<file path="config.mk">
export PLATFORM = sky130hd
export DESIGN_NAME = hce_top
export DESIGN_NICKNAME = d
export VERILOG_FILES = /design/src/rtl/hce_pkg.sv /design/src/rtl/hce_top.sv
export SDC_FILE = /design/constraint.sdc
export NUM_CORES = 1
export LEC_CHECK = 0
export BUFFER_PORTS_ARGS = -buffer_cell sky130_fd_sc_hd__buf_2
export CORE_MARGIN = 4
export CORE_UTILIZATION = 54
export CTS_BUF_LIST = sky130_fd_sc_hd__clkbuf_4 sky130_fd_sc_hd__clkbuf_8
export CTS_CLUSTER_SIZE = 20
export DETAILED_ROUTE_END_ITERATION = 8
export PLACE_DENSITY = 0.91
export RECOVER_POWER = 50
export SYNTH_ARGS = -nofsm -noshare
export SYNTH_HDL_FRONTEND = slang
export SYNTH_SLANG_ARGS = --single-unit
</file>
<file path="constraint.sdc">
create_clock -name clk_sys -period 2.63 [get_ports clk_sys]
set_clock_uncertainty 0.1 [all_clocks]
set_input_delay 0.789 -clock clk_sys [delete_from_list [all_inputs] [get_ports clk_sys]]
set_output_delay 0.789 -clock clk_sys [all_outputs]
set_load 0.01 [all_outputs]
</file>
<file path="src/rtl/hce_pkg.sv">
// package of constants and types for the hold compare and error reply block
package hce_pkg;
  // ==========================================================
  // reply codes
  typedef enum logic [3:0] {
    HCE_RSP_NONE      = 4'h0,
    HCE_RSP_PEAK_ON   = 4'h1,
    HCE_RSP_PEAK_OFF  = 4'h2,
    HCE_RSP_RST_ON    = 4'h3,
    HCE_RSP_RST_OFF   = 4'h4,
    HCE_RSP_ERR_FMT   = 4'h5,
    HCE_RSP_ERR_COND  = 4'h6,
    HCE_RSP_ERR_COMP  = 4'h7,
    HCE_RSP_ERR_CAL   = 4'h8,
    HCE_RSP_ERR_ZERO  = 4'h9,
    HCE_RSP_ERR_OTHER = 4'hA
  } hce_rsp_t;
  // ==========================================================
  // command codes
  typedef enum logic [2:0] {
    HCE_CMD_PEAK_QUERY = 3'h1,
    HCE_CMD_RST_QUERY  = 3'h2
  } hce_cmd_t;
  // ==========================================================
  // operating modes
  typedef enum logic [1:0] {
    HCE_MODE_FREE = 2'h0,
    HCE_MODE_ONE  = 2'h1,
    HCE_MODE_TWO  = 2'h2
  } hce_mode_t;
  // ==========================================================
  // two point sequence states
  typedef enum logic [1:0] {
    HCE_SEQ_IDLE  = 2'h0,
    HCE_SEQ_FIRST = 2'h1,
    HCE_SEQ_DONE  = 2'h2
  } hce_seq_t;
  localparam int HCE_PAT_W = 4;
  localparam int HCE_VAL_W = 16;
  localparam int HCE_CODE_W = 8;
endpackage : hce_pkg

</file>
<file path="src/rtl/hce_top.sv">
// hold compare outputs, terminal queries and error replies
`timescale 1ns/1ns
// Notes on behaviour
// - peak hold query replies on or off, valid when multipoint hold is off
// - malformed or undefined command gives a dedicated error reply only
// - corrupt condition data reported until condition data reset
// - corrupt comparison data reply carries the broken pattern number
// - corrupt calibration data reported until calibration reset
// - corrupt zero data reported until a zero refresh
// - other abnormality reported with code, cleared only by power cycle
// - two point: above or below set when a trigger finds value out of limits
// - one point: within set when second trigger finds value within limits
// - two point: within only after both triggers found values within
// - two point: within never set when second trigger precedes the first
// - one point: within held while value stays within after second trigger
// - free run: display value frozen while freeze input asserted
// - free run: comparison outputs and display off while reset input high
// - reset terminal query replies on or off per the terminal
module hce_top
  import hce_pkg::*;
#(
  parameter int VAL_W = hce_pkg::HCE_VAL_W
) (
  // clock and reset
  input  wire logic                           clk_sys,
  input  wire logic                           rst,
  // mode and measurement
  input  wire hce_pkg::hce_mode_t             mode,
  input  wire logic [VAL_W-1:0]               live_value,
  input  wire logic                           value_above,
  input  wire logic                           value_below,
  // terminal pins
  input  wire logic                           first_hold_trigger,
  input  wire logic                           second_hold_trigger,
  input  wire logic                           display_freeze_input,
  input  wire logic                           comparison_reset_input,
  input  wire logic                           peak_hold_input,
  // command from the link parser
  input  wire logic                           cmd_valid,
  input  wire logic [2:0]                     cmd_code,
  input  wire logic                           cmd_malformed,
  // memory fault reports
  input  wire logic                           fault_cond,
  input  wire logic                           fault_comp,
  input  wire logic [hce_pkg::HCE_PAT_W-1:0]  fault_comp_pattern,
  input  wire logic                           fault_cal,
  input  wire logic                           fault_zero,
  input  wire logic                           fault_other,
  input  wire logic [hce_pkg::HCE_CODE_W-1:0] fault_other_code,
  // recovery actions
  input  wire logic                           cond_defaults_done,
  input  wire logic                           comp_defaults_done,
  input  wire logic                           cal_defaults_done,
  input  wire logic                           zero_refresh_done,
  // reply
  output logic                                rsp_valid,
  output hce_pkg::hce_rsp_t                   rsp_code,
  output logic [hce_pkg::HCE_CODE_W-1:0]      rsp_arg,
  // comparison outputs
  output logic                                within_limits_output,
  output logic                                above_limit_output,
  output logic                                below_limit_output,
  output logic [VAL_W-1:0]                    display_value,
  output logic                                display_on
);
  import hce_pkg::*;

  // refuse a display width that the registers cannot hold
  if (VAL_W < 1) begin : g_bad_width
    $error("VAL_W must be positive");
  end

  // ==========================================================
  // pin synchronisers
  logic [4:0] sync_a;
  logic [4:0] sync_b;
  logic       trig1_d;
  logic       trig2_d;
  logic       trig1;
  logic       trig2;
  logic       freeze;
  logic       cmp_rst;
  logic       peak_pin;

  // pins are asynchronous; only the second flop feeds any logic
  // two flops per pin, then edge history
  always_ff @(posedge clk_sys) begin
    if (rst) begin
      sync_a  <= 5'h00;
      sync_b  <= 5'h00;
      trig1_d <= 1'b0;
      trig2_d <= 1'b0;
    end else begin
      sync_a  <= {peak_hold_input, comparison_reset_input,
                  display_freeze_input, second_hold_trigger,
                  first_hold_trigger};
      sync_b  <= sync_a;
      trig1_d <= sync_b[0];
      trig2_d <= sync_b[1];
    end
  end

  assign trig1    = sync_b[0] & ~trig1_d;
  assign trig2    = sync_b[1] & ~trig2_d;
  assign freeze   = sync_b[2];
  assign cmp_rst  = sync_b[3];
  assign peak_pin = sync_b[4];

  // ==========================================================
  // sticky fault flags
  logic                  err_cond;
  logic                  err_comp;
  logic                  err_cal;
  logic                  err_zero;
  logic                  err_other;
  logic [HCE_PAT_W-1:0]  comp_pat;
  logic [HCE_CODE_W-1:0] other_code;
  logic                  next_err_cond;
  logic                  next_err_comp;
  logic                  next_err_cal;
  logic                  next_err_zero;
  logic                  next_err_other;
  logic [HCE_PAT_W-1:0]  next_comp_pat;
  logic [HCE_CODE_W-1:0] next_other_code;

  // fault set wins over a recovery in the same cycle
  // the other code keeps the first fault, so later ones cannot mask it
  always_comb begin
    next_err_cond   = fault_cond | (err_cond & ~cond_defaults_done);
    next_err_comp   = fault_comp | (err_comp & ~comp_defaults_done);
    next_err_cal    = fault_cal | (err_cal & ~cal_defaults_done);
    next_err_zero   = fault_zero | (err_zero & ~zero_refresh_done);
    next_err_other  = fault_other | err_other;
    next_comp_pat   = fault_comp ? fault_comp_pattern : comp_pat;
    next_other_code = (fault_other & ~err_other) ? fault_other_code
                                                 : other_code;
  end

  // fault flag registers; only reset models the power cycle
  always_ff @(posedge clk_sys) begin
    if (rst) begin
      err_cond   <= 1'b0;
      err_comp   <= 1'b0;
      err_cal    <= 1'b0;
      err_zero   <= 1'b0;
      err_other  <= 1'b0;
      comp_pat   <= '0;
      other_code <= '0;
    end else begin
      err_cond   <= next_err_cond;
      err_comp   <= next_err_comp;
      err_cal    <= next_err_cal;
      err_zero   <= next_err_zero;
      err_other  <= next_err_other;
      comp_pat   <= next_comp_pat;
      other_code <= next_other_code;
    end
  end

  // ==========================================================
  // command replies
  hce_rsp_t              next_rsp_code;
  logic [HCE_CODE_W-1:0] next_rsp_arg;
  logic                  next_rsp_valid;

  // faults first, then format errors, then queries
  // a fault blocks every command until its recovery arrives; the other fault blocks them until reset
  always_comb begin
    next_rsp_valid = cmd_valid;
    next_rsp_code  = HCE_RSP_NONE;
    next_rsp_arg   = '0;
    if (cmd_valid) begin
      if (err_other) begin
        next_rsp_code = HCE_RSP_ERR_OTHER;
        next_rsp_arg  = other_code;
      end else if (err_cond) begin
        next_rsp_code = HCE_RSP_ERR_COND;
      end else if (err_comp) begin
        next_rsp_code = HCE_RSP_ERR_COMP;
        next_rsp_arg  = {{(HCE_CODE_W-HCE_PAT_W){1'b0}}, comp_pat};
      end else if (err_cal) begin
        next_rsp_code = HCE_RSP_ERR_CAL;
      end else if (err_zero) begin
        next_rsp_code = HCE_RSP_ERR_ZERO;
      end else if (cmd_malformed) begin
        next_rsp_code = HCE_RSP_ERR_FMT;
      end else if (cmd_code == HCE_CMD_PEAK_QUERY) begin
        next_rsp_code = peak_pin ? HCE_RSP_PEAK_ON : HCE_RSP_PEAK_OFF;
      end else if (cmd_code == HCE_CMD_RST_QUERY) begin
        next_rsp_code = cmp_rst ? HCE_RSP_RST_ON : HCE_RSP_RST_OFF;
      end else begin
        next_rsp_code = HCE_RSP_ERR_FMT;
      end
    end
  end

  // reply registers; replies touch nothing else
  always_ff @(posedge clk_sys) begin
    if (rst) begin
      rsp_valid <= 1'b0;
      rsp_code  <= HCE_RSP_NONE;
      rsp_arg   <= '0;
    end else begin
      rsp_valid <= next_rsp_valid;
      rsp_code  <= next_rsp_code;
      rsp_arg   <= next_rsp_arg;
    end
  end

  // ==========================================================
  // comparison outputs
  // seq remembers whether the first trigger found the value within
  hce_seq_t   seq;
  hce_seq_t   next_seq;
  logic       next_within;
  logic       next_above;
  logic       next_below;
  logic       next_disp_on;
  logic [VAL_W-1:0] next_disp;
  logic       in_lim;

  // within when neither limit is crossed
  assign in_lim = ~value_above & ~value_below;

  // per mode output decisions
  always_comb begin
    next_seq     = seq;
    next_within  = within_limits_output;
    next_above   = above_limit_output;
    next_below   = below_limit_output;
    next_disp_on = 1'b1;
    next_disp    = live_value;
    unique case (mode)
      // one point: the second trigger takes the sample
      HCE_MODE_ONE: begin
        next_seq = HCE_SEQ_IDLE;
        if (trig2) begin
          next_within = in_lim;
          next_above  = value_above;
          next_below  = value_below;
        end else if (within_limits_output) begin
          next_within = in_lim;
        end
      end
      // two point: first trigger arms, second trigger decides
      HCE_MODE_TWO: begin
        if (trig1) begin
          next_seq    = in_lim ? HCE_SEQ_FIRST : HCE_SEQ_DONE;
          next_within = 1'b0;
          next_above  = value_above;
          next_below  = value_below;
        end else if (trig2) begin
          next_seq = HCE_SEQ_IDLE;
          if (value_above | value_below) begin
            next_within = 1'b0;
            next_above  = above_limit_output | value_above;
            next_below  = below_limit_output | value_below;
          end else begin
            next_within = (seq == HCE_SEQ_FIRST);
          end
        end
      end
      // free run; the unused mode code behaves the same
      default: begin
        next_seq    = HCE_SEQ_IDLE;
        next_within = in_lim;
        next_above  = value_above;
        next_below  = value_below;
        if (freeze) begin
          next_disp = display_value;
        end
        if (cmp_rst) begin
          next_within  = 1'b0;
          next_above   = 1'b0;
          next_below   = 1'b0;
          next_disp_on = 1'b0;
        end
      end
    endcase
  end

  // comparison registers
  // outputs stay low through reset so the field sees no false result
  always_ff @(posedge clk_sys) begin
    if (rst) begin
      seq                  <= HCE_SEQ_IDLE;
      within_limits_output <= 1'b0;
      above_limit_output   <= 1'b0;
      below_limit_output   <= 1'b0;
      display_value        <= '0;
      display_on           <= 1'b0;
    end else begin
      seq                  <= next_seq;
      within_limits_output <= next_within;
      above_limit_output   <= next_above;
      below_limit_output   <= next_below;
      display_value        <= next_disp;
      display_on           <= next_disp_on;
    end
  end

endmodule : hce_top

</file>
==> impl_metrics.ini <==
[outcome]
status = complete, no violations

[clock_tree]
htree_num_levels = 3
cts.reportedPaths.clkPinSlew_ns = 0.06
post_cts_buffers = 0
clock-root-buffer = sky130_fd_sc_hd__clkbuf_8
cts-root-to-sink-buffers = 2
postCtsResizedCells = 0
clock-sinks = 64
cts_tree = done
tritoncts_buffer_count = 9
cts_hold_buffers = 0
worst_skew_pair.late_latency_ns = 0.33

[sta]
fmaxAchievable_mhz = 462
setup_repair_after_global_routing_missed_its_margin = no
least_margin_pin_slew_ns = 0.994
tightest_slew_margin_relative_to_the_limit_pct = 33.8
slew_viol_final = 0
setup_slack_ns = 0.464
min_period_ns = 2.17
setup_viol_count_final = 0
timing.final.crit_share_pct = 82.4
setup_tns_ns = 0
finalHoldViolCount = 0

[logic_synthesis]
ys_dominant_reg_cell = sky130_fd_sc_hd__dfxtp_1
synth_area_leaders = sky130_fd_sc_hd__dfxtp_1, sky130_fd_sc_hd__a21oi_1, sky130_fd_sc_hd__nand2_1
postSynthNetCount = 302
synth_warnings = 0
ys_types = 37
post-synth-top-area-fraction_pct = 55.5
synth.yosys.seq_area_share_pct = 55.5
number_of_synthesized_flops_with_an_enable_pin = 0
synth_cells = 247
synthesis.area_mm2 = 0.00231
synthArstFlopShare_pct = 0
syn_area_per_cell_um2 = 9.34
synth.largest_area_cell = sky130_fd_sc_hd__dfxtp_1
ys_seq_elements = 64

[final_layout]
fraction_of_layout_cells_with_a_size_suffix_above_1_pct = 29.2
layout_common_cells = sky130_fd_sc_hd__buf_2, sky130_fd_sc_hd__dfxtp_1, sky130_fd_sc_hd__nand2_1
mostFrequentLayoutCell = sky130_fd_sc_hd__buf_2
fill_cells = 301
diodes = 0
final_core_util_pct = 72.7
synthToLayoutAreaGrowth_pct = 27.9
finalNonFillerCells = 389
layout.nets = 389

[placed_design]
preCtsSetupSlack_ns = 0.369
portBuffers = 85
post-place-cells = 373
gp_congestion = 0.780
estimated_wirelength_of_the_detail_placed_design_um = 3550

[die]
die_height_um = 73.4
dieWidth_um = 73.4
starting_density_of_the_core_pct = 56.9
floorplan.rows = 23
die-area_mm2 = 0.00538
placeableCoreArea_mm2 = 0.00406
io-pin-count = 86

[detailed_routing]
detail_route.vias_per_cell = 5.06
drtIter0Drc = 113
final_antenna_net_count = 0
post-route-drc-count = 0
post_drt_wl_per_cell_um = 12.7
firstDrtPassIters = 4
routed-via-count = 1970
routed_wirelength_um = 4920

[setup_path]
cp_data_arrival_time_ns = 2.28
timing.setup.critical_path_class = input pin to register
worstSetupStartpointType = input pin
endpoint_kind = register
cp_max_fo = 22
critPathRequiredTime_ns = 2.75

[power]
power_w = 0.00209
power_per_cell_area_mw_per_mm2 = 709
ir_worst_vdd_mv = 0.493
cellLeakagePower_nw = 1.38

[grt]
global_route_wire_length_before_repair_um = 7870
overflow = 0
grt_max_degree = 30
first_global_vias = 1823
grt_util_all_layers_pct = 19.1
antenna_found_initial = 0

[flow_run]
maxCapViolations = 0

[hold_path]
hold_path_class = register to register
-- path summary, 6_finish.rpt --
kind                            slack [ns]      start  depth (start not counted)                    to
worst max register to register        1.19    trig1_d                          4  within_limits_output
worst min-delay path                  0.33  sync_a[3]                          1             sync_b[3]
worst max-delay path                  0.46        rst                          4            rsp_arg[5]
worst min register to register        0.33  sync_a[3]                          1             sync_b[3]
-- layer usage --
metal / GRT usage (%) / wire, µm / vias to the layer above
li1: - / - / 997
met1: 22.2 / 2070 / 885
met2: 31.8 / 2320 / 81
met3: 5.34 / 444 / 7
met4: 10.3 / 92 / 0
met5: 0 / 0 / -
-- synthesized netlist by cell type, types with 2 or more instances --
library cell,instances
sky130_fd_sc_hd__buf_1,2
sky130_fd_sc_hd__nand3b_1,6
sky130_fd_sc_hd__clkbuf_1,5
sky130_fd_sc_hd__dfxtp_1,64
sky130_fd_sc_hd__nand2_1,37
sky130_fd_sc_hd__nand3_1,2
sky130_fd_sc_hd__nor3_1,4
sky130_fd_sc_hd__nor2b_1,14
sky130_fd_sc_hd__nor3b_1,2
sky130_fd_sc_hd__and3_1,4
sky130_fd_sc_hd__nand2b_1,3
sky130_fd_sc_hd__a32o_1,2
sky130_fd_sc_hd__nor4_1,2
sky130_fd_sc_hd__nor2_1,28
sky130_fd_sc_hd__a21oi_1,29
sky130_fd_sc_hd__ha_1,2
sky130_fd_sc_hd__buf_2,3
sky130_fd_sc_hd__mux2i_1,12
sky130_fd_sc_hd__inv_1,7
sky130_fd_sc_hd__and2b_2,2
-- report_power, final --
| group | total (W) | leakage, nW | switching, W | internal [W] |
|---|---|---|---|---|
| clock | 0.000847 | 0.110 | 0.000339 | 0.000508 |
| combinational | 0.000196 | 0.743 | 0.000101 | 0.0000955 |
| sequential | 0.00105 | 0.528 | 0.0000303 | 0.00102 |
| total | 0.00209 | 1.38 | 0.000471 | 0.00162 |
-- kinds of logic after synthesis --
kind of cell	share of synthesized area (%)
simple gates	23.1
flops	55.5
buf+inv	3.63
compound gates	11.4
mux	5.21
fa+ha+maj	1.08
-- stage by stage --
step	instance area [µm²]	hold WS, ns
detailed placement	2760	0.324
global route	2950	0.353
floorplan	2310	0.314
finish	2950	0.335
CTS	2970	0.340
global placement	2760	0.321
-- sequential cells by signal (all words and copies together) (netlist names), 2 cells and up --
name,cells
display_value,16
other_code,8
rsp_arg,8
sync_a,5
sync_b,5
comp_pat,4
rsp_code,4
seq,2
-- critical path, cell delays in order --
cell	delay, ns
sky130_fd_sc_hd__clkbuf_1	0.72
sky130_fd_sc_hd__nand2b_1	0.39
sky130_fd_sc_hd__inv_1	0.17
sky130_fd_sc_hd__and3_1	0.22
-- layout make-up --
cell class	instances	area (µm²)	share of cell area [%]
Clock buffer	13	166	5.64
Clock inverter	3	40.0	1.36
Inverter	7	26.3	0.890
Multi-Input combinational cell	164	942	31.9
Sequential cell	64	1280	43.4
Tap cell	50	62.6	2.12
Timing Repair Buffer	88	433	14.7
(Power assumes the default switching activity.)
